`config.mk`:
```
export PLATFORM = sky130hd
export DESIGN_NAME = following_error_monitor
export DESIGN_NICKNAME = d
export VERILOG_FILES = /design/src/verilog/deviation_monitor_pkg.sv /design/src/verilog/param_word_reg.sv /design/src/verilog/following_error_monitor.sv
export VERILOG_INCLUDE_DIRS = /design/src /design/src/verilog
export SDC_FILE = /design/constraint.sdc
export NUM_CORES = 1
export LEC_CHECK = 0
export BUFFER_PORTS_ARGS = -buffer_cell sky130_fd_sc_hd__buf_2
export CAP_MARGIN = 25
export CORE_UTILIZATION = 57
export DETAILED_ROUTE_END_ITERATION = 12
export PLACE_DENSITY = 0.89
export SKIP_LAST_GASP = 1
export SLEW_MARGIN = 20
export SYNTH_ARGS = -nofsm -noshare
export SYNTH_HDL_FRONTEND = slang
export SYNTH_SLANG_ARGS = --single-unit
```
`constraint.sdc`:
```
create_clock -name mclk_i -period 4.3 [get_ports mclk_i]
set_input_delay 0.645 -clock mclk_i [delete_from_list [all_inputs] [get_ports mclk_i]]
set_output_delay 0.645 -clock mclk_i [all_outputs]
set_load 0.02 [all_outputs]
```
`src/verilog/deviation_monitor_params.svh`:
```
// constants for the following-error monitor
`ifndef DEVIATION_MONITOR_PARAMS_SVH
`define DEVIATION_MONITOR_PARAMS_SVH
`define LIMIT_LOW_RESET      16'h0000
`define LIMIT_HIGH_RESET     16'h0000
`define PERSIST_TIME_RESET   16'h0000
`define LIMIT_DISABLE_HALF   16'hFFFF
`define STATUS_FOLLOW_ERR_BIT 13
`define OBJ_FOLLOW_WINDOW    16'h6065
`define OBJ_FOLLOW_TIMEOUT   16'h6066
`define OBJ_STATUSWORD       16'h6041
`define TICK_TIME_NS         20
`define TICK_CYCLES          1
`endif

```
`src/verilog/deviation_monitor_pkg.sv`:
```
// types for the following-error monitor
package deviation_monitor_pkg;
  typedef enum logic [1:0] {
    MON_IDLE   = 2'b00,
    MON_TIMING = 2'b01,
    MON_FAULT  = 2'b11
  } mon_state_t;

  typedef enum logic [1:0] {
    UNIT_PULSE     = 2'b00,
    UNIT_MILLIDEG  = 2'b01
  } unit_sel_t;
endpackage

```
`src/verilog/param_word_reg.sv`:
```
// one 16-bit parameter word with link override over tool write
`timescale 1ns/1ns
module param_word_reg #(
  parameter logic [15:0] RESET_VAL = 16'h0000
) (
  // clock and reset
  input  wire logic        mclk_i,
  input  wire logic        rst_b_i,
  // writers
  input  wire logic        link_we_i,
  input  wire logic [15:0] link_data_i,
  input  wire logic        tool_we_i,
  input  wire logic [15:0] tool_data_i,
  // value
  output logic [15:0]      value_o
);
  logic [15:0] value_nxt;

  assign value_nxt = link_we_i ? link_data_i :
                     tool_we_i ? tool_data_i : value_o;

  always_ff @(posedge mclk_i) begin
    if (!rst_b_i) begin
      value_o <= RESET_VAL;
    end else begin
      value_o <= value_nxt;
    end
  end
endmodule

```
`src/verilog/following_error_monitor.sv`:
```
// following-error monitor with its parameter words and status flag
`timescale 1ns/1ns
`include "deviation_monitor_params.svh"
module following_error_monitor #(
  parameter int TIME_W = 16
) (
  // clock and reset
  input  wire logic                      mclk_i,
  input  wire logic                      rst_b_i,
  // position loop
  input  wire logic [31:0]               droop_count_i,
  input  wire logic                      profile_pos_mode_i,
  input  wire deviation_monitor_pkg::unit_sel_t param_position_unit_select_i,
  // cyclic link writes
  input  wire logic                      link_we_i,
  input  wire logic [15:0]               link_index_i,
  input  wire logic                      link_sub_i,
  input  wire logic [15:0]               link_data_i,
  // configuration tool writes
  input  wire logic                      tool_we_low_i,
  input  wire logic                      tool_we_high_i,
  input  wire logic                      tool_we_time_i,
  input  wire logic [15:0]               tool_data_i,
  // parameter readback
  output logic [15:0]                    param_deviation_limit_low_o,
  output logic [15:0]                    param_deviation_limit_high_o,
  output logic [15:0]                    param_deviation_persist_time_o,
  output deviation_monitor_pkg::unit_sel_t limit_unit_o,
  // status
  output logic                           following_error_o,
  output logic [15:0]                    statusword_o
);
  import deviation_monitor_pkg::*;

  logic [15:0] deviation_limit_low;
  logic [15:0] deviation_limit_high;
  logic [15:0] deviation_persist_time;
  logic [TIME_W-1:0] timer_r;
  logic [TIME_W-1:0] timer_nxt;
  mon_state_t  state_r;
  mon_state_t  state_nxt;
  logic        flag_nxt;

  wire hit_window  = link_we_i && (link_index_i == `OBJ_FOLLOW_WINDOW);
  wire we_link_low  = hit_window && !link_sub_i;
  wire we_link_high = hit_window && link_sub_i;
  wire we_link_time = link_we_i && (link_index_i == `OBJ_FOLLOW_TIMEOUT);

  param_word_reg #(.RESET_VAL(`LIMIT_LOW_RESET)) u_low (
    .mclk_i      (mclk_i),
    .rst_b_i     (rst_b_i),
    .link_we_i   (we_link_low),
    .link_data_i (link_data_i),
    .tool_we_i   (tool_we_low_i),
    .tool_data_i (tool_data_i),
    .value_o     (deviation_limit_low)
  );
  param_word_reg #(.RESET_VAL(`LIMIT_HIGH_RESET)) u_high (
    .mclk_i      (mclk_i),
    .rst_b_i     (rst_b_i),
    .link_we_i   (we_link_high),
    .link_data_i (link_data_i),
    .tool_we_i   (tool_we_high_i),
    .tool_data_i (tool_data_i),
    .value_o     (deviation_limit_high)
  );
  param_word_reg #(.RESET_VAL(`PERSIST_TIME_RESET)) u_time (
    .mclk_i      (mclk_i),
    .rst_b_i     (rst_b_i),
    .link_we_i   (we_link_time),
    .link_data_i (link_data_i),
    .tool_we_i   (tool_we_time_i),
    .tool_data_i (tool_data_i),
    .value_o     (deviation_persist_time)
  );

  wire [31:0] threshold = {deviation_limit_high, deviation_limit_low};
  wire disabled = (deviation_limit_high == `LIMIT_DISABLE_HALF) &&
                  (deviation_limit_low == `LIMIT_DISABLE_HALF);
  wire enabled = profile_pos_mode_i && !disabled;
  wire excess = enabled && (droop_count_i > threshold);
  wire [TIME_W-1:0] limit_ticks = deviation_persist_time[TIME_W-1:0];
  wire timer_done = (timer_r >= limit_ticks);

  always_comb begin
    state_nxt = state_r;
    timer_nxt = timer_r;
    flag_nxt  = 1'b0;
    unique case (state_r)
      MON_IDLE: begin
        timer_nxt = '0;
        if (excess && limit_ticks == '0) begin
          state_nxt = MON_FAULT;
          flag_nxt  = 1'b1;
        end else if (excess) begin
          state_nxt = MON_TIMING;
          timer_nxt = TIME_W'(1);
        end
      end
      MON_TIMING: begin
        if (!excess) begin
          state_nxt = MON_IDLE;
          timer_nxt = '0;
        end else if (timer_done) begin
          state_nxt = MON_FAULT;
          flag_nxt  = 1'b1;
        end else begin
          timer_nxt = timer_r + TIME_W'(`TICK_CYCLES);
        end
      end
      MON_FAULT: begin
        if (!excess) begin
          state_nxt = MON_IDLE;
          timer_nxt = '0;
        end else begin
          flag_nxt = 1'b1;
        end
      end
      default: begin
        state_nxt = MON_IDLE;
        timer_nxt = '0;
      end
    endcase
  end

  always_ff @(posedge mclk_i) begin
    if (!rst_b_i) begin
      state_r           <= MON_IDLE;
      timer_r           <= '0;
      following_error_o <= 1'b0;
      statusword_o      <= 16'h0000;
    end else begin
      state_r           <= state_nxt;
      timer_r           <= timer_nxt;
      following_error_o <= flag_nxt;
      statusword_o      <= 16'(flag_nxt) << `STATUS_FOLLOW_ERR_BIT;
    end
  end

  always_ff @(posedge mclk_i) begin
    if (!rst_b_i) begin
      param_deviation_limit_low_o    <= `LIMIT_LOW_RESET;
      param_deviation_limit_high_o   <= `LIMIT_HIGH_RESET;
      param_deviation_persist_time_o <= `PERSIST_TIME_RESET;
      limit_unit_o                   <= UNIT_PULSE;
    end else begin
      param_deviation_limit_low_o    <= deviation_limit_low;
      param_deviation_limit_high_o   <= deviation_limit_high;
      param_deviation_persist_time_o <= deviation_persist_time;
      limit_unit_o                   <= param_position_unit_select_i;
    end
  end
endmodule

```
==> qor.yml <==
logic_synthesis:
  ys_ff_latch: 117
  synthCells: 661
  synthFlopType: "dfxtp_1"
  yosysSeqAreaShare_pct: 39.40
  ys_top_cells_by_count: "117 x dfxtp_1, 81 x nand2_1, 53 x inv_1, 51 x and2_1, 50 x o211ai_1"
  synth_top_area_cell: "dfxtp_1"
  yosys_warnings: 0
  netlist_top_cells_area: "dfxtp_1 39%, ha_1 10%, o211a_1 8.3%"
  syn_area_mm2: 0.005944
  yosys.area.top_type_share_pct: 39.40
  synth_area_per_cell_um2: 8.993
  synth.most_common_cell: "dfxtp_1"
  synth_edf_count: 0
  synthArstFlopShare_pct: 0
  synth.distinct_cells: 49
detailed_routing:
  drt_iter0_markers: 378
  ant_nets: 0
  vias: 5683
  drcViolationCount: 0
  dr.pass1.iters: 6
  viasPerCell: 6.078
  wl_um: 17760
  wl_per_cell_um: 19.00
outcome:
  run_status: "complete, no violations"
timing:
  slew_headroom_pct: 44.41
  hold_viol: 0
  finalMaxSlewViolations: 0
  tightest_slew_ns: 0.8338
  fmax_mhz: 343.2
  final-setup-viol-count: 0
  setup_tns_ns: 0
  grt_setup_unrepaired: "false"
  skew_ns: 0.004996
  min_period_ns: 2.913
  min_period_over_period_pct: 67.75
power:
  peakVddDrop_mv: 0.2038
  p_leak_nw: 3.518
  p_per_area_mw_per_mm2: 394.7
  totalPowerFinal_mw: 2.846
worst_setup_path:
  worstSetupStartpointType: "flip-flop"
  critPathRequiredTime_ns: 4.73
  setup.worst_path.class: "reg2reg"
  critical-path-slowest-cell: "a221oi_4"
  max_stage_delay_ns: 0.69
  critPathMaxFanout: 17
  crit_arrival_ns: 3.34
  crit_chain: "inv_1 -> ha_1 -> a211oi_1 -> and3_1 -> o21ai_2 -> a221oi_4 -> a21boi_4 -> and2_1 -> a32o_1"
  worst_setup_path_end_kind: "flip-flop"
placed_design:
  place_area_mm2: 0.006616
  hpwlAfterDp_um: 12950
  place_inst: 901
  gp_congestion: 0.9220
  portBuffers: 141
global_route:
  grt_pass1_wl_um: 27600
  grtUsageTotal_pct: 33.02
  antenna_found_initial: 0
  grt_pass1_vias: 5479
  grt_overflow: 0
  grt_max_degree: 99
floorplanning:
  core_area_mm2: 0.009955
  die_area_mm2: 0.01084
  pin_count: 157
  start_util_pct: 59.72
  fp.dieH_um: 104.1
  num_rows: 36
  die_x_um: 104.1
cells_and_area:
  n_fill_cell: 719
  seqCellArea_mm2: 0.002342
  design_area_mm2: 0.007211
  fin_nets: 928
  final_layout_size_suffix_gt1_share_pct: 23.19
  multi_input_area_mm2: 0.003196
  syn_to_final_growth_pct: 21.30
  final_cells: 935
  diodes: 0
  final_core_util_pct: 72.44
min_path:
  min_path_type: "in2reg"
clocking:
  cts_tree: "built"
  cts_hold_buffers: 0
  cts_resized: 0
  htreeDepth: 4
  cts_buffers: 17
  clk_latency_ns: 0.54
  cts_num_sinks: 117
  clock_path_buffers: 2
  clk_pin_slew_ns: 0.06
  root_buffer: "clkbuf_8"
  cts_setup_buffers: 0
job:
  maxCapViolations: 0
where the power goes:
part	internal (mW)	total (mW)	switching [mW]
sequential	1.13	1.16	0.0309
combinational	0.135	0.344	0.210
clock	0.823	1.34	0.519
cells by family (layout without fill, tap and decap cells):
family,after synthesis,after routing,synth area share [%]
simple gates,223,223,19.47
compound gates,167,167,22.69
flops,117,117,39.40
buf+inv,102,229,7.725
fa+ha+maj,49,49,10.31
mux,2,2,0.3368
other cells,1,15,0.06308
layer usage:
metal  routed length, um  global-route usage, %  vias up  share of wire, %
met1                6675                  38.76     2679                38
met2                8572                  56.05      324                48
li1                    -                      -     2603                 -
met3                1712                  8.208       77               9.6
met4                 801                  16.33        0               4.5
met5                   0                      0        -                 0
cells in the final DEF (no fill, tap or decap), types with 3 or more instances in the layout:
master / instances
and3_1: 3
and2_1: 51
conb_1: 15
dfxtp_1: 117
nand3_1: 13
o21ai_1: 5
nor2_1: 18
buf_2: 141
nor4_1: 9
clkinv_4: 3
a21o_1: 8
a21oi_1: 20
clkbuf_16: 16
nand2b_1: 4
o211ai_1: 50
o211a_1: 49
clkinvlp_4: 7
nand2_1: 81
and4_1: 5
nand4_1: 22
nor3_1: 6
ha_1: 49
o21a_1: 6
inv_1: 53
o21ai_0: 10
final cells by class:
class	count	share of cell area (%)
repair buffers	144	10.20
clock inverters	15	2.186
flip-flops and latches	117	32.48
inverters	53	2.759
multi-input cells	456	44.32
well taps	133	2.308
clock buffers	17	5.744
final timing paths:
check	from	endpoint	slack [ns]	cells after the start
setup / recovery	u_time.value_o[6]	timer_r[1]	1.39	9
setup reg to reg	u_time.value_o[6]	timer_r[1]	1.39	9
hold reg to reg	u_time.value_o[6]	param_deviation_persist_time_o[6]	0.49	1
hold / removal	param_position_unit_select_i[0]	limit_unit_o[0]	0.32	2
sequential cells by signal, indices dropped and copies added (netlist names):
signal / flops
param_deviation_limit_high_o: 16
param_deviation_limit_low_o: 16
param_deviation_persist_time_o: 16
timer_r: 16
u_high.value_o: 16
u_low.value_o: 16
u_time.value_o: 16
limit_unit_o: 2
state_r: 2
statusword_o: 1
worst max-delay path, delay by kind of cell, from the launching register on:
family | cells | cell delay [ns]
AOI/OAI and AO/OA | 5 | 1.53
buffers and inverters | 1 | 0.07
adders and majority gates | 1 | 0.35
and+or+nand+nor | 2 | 0.51
DFF | 1 | 0.34
stage by stage:
stage                     worst slack, ns  hold WS (ns)
after floorplan                     1.880        0.4523
after detailed placement            1.284        0.4730
after global placement              1.349        0.4673
after CTS                           1.425        0.3101
final                               1.387        0.3155
after global routing                1.189        0.3137
No activity file was read; power rests on OpenSTA's default activity.
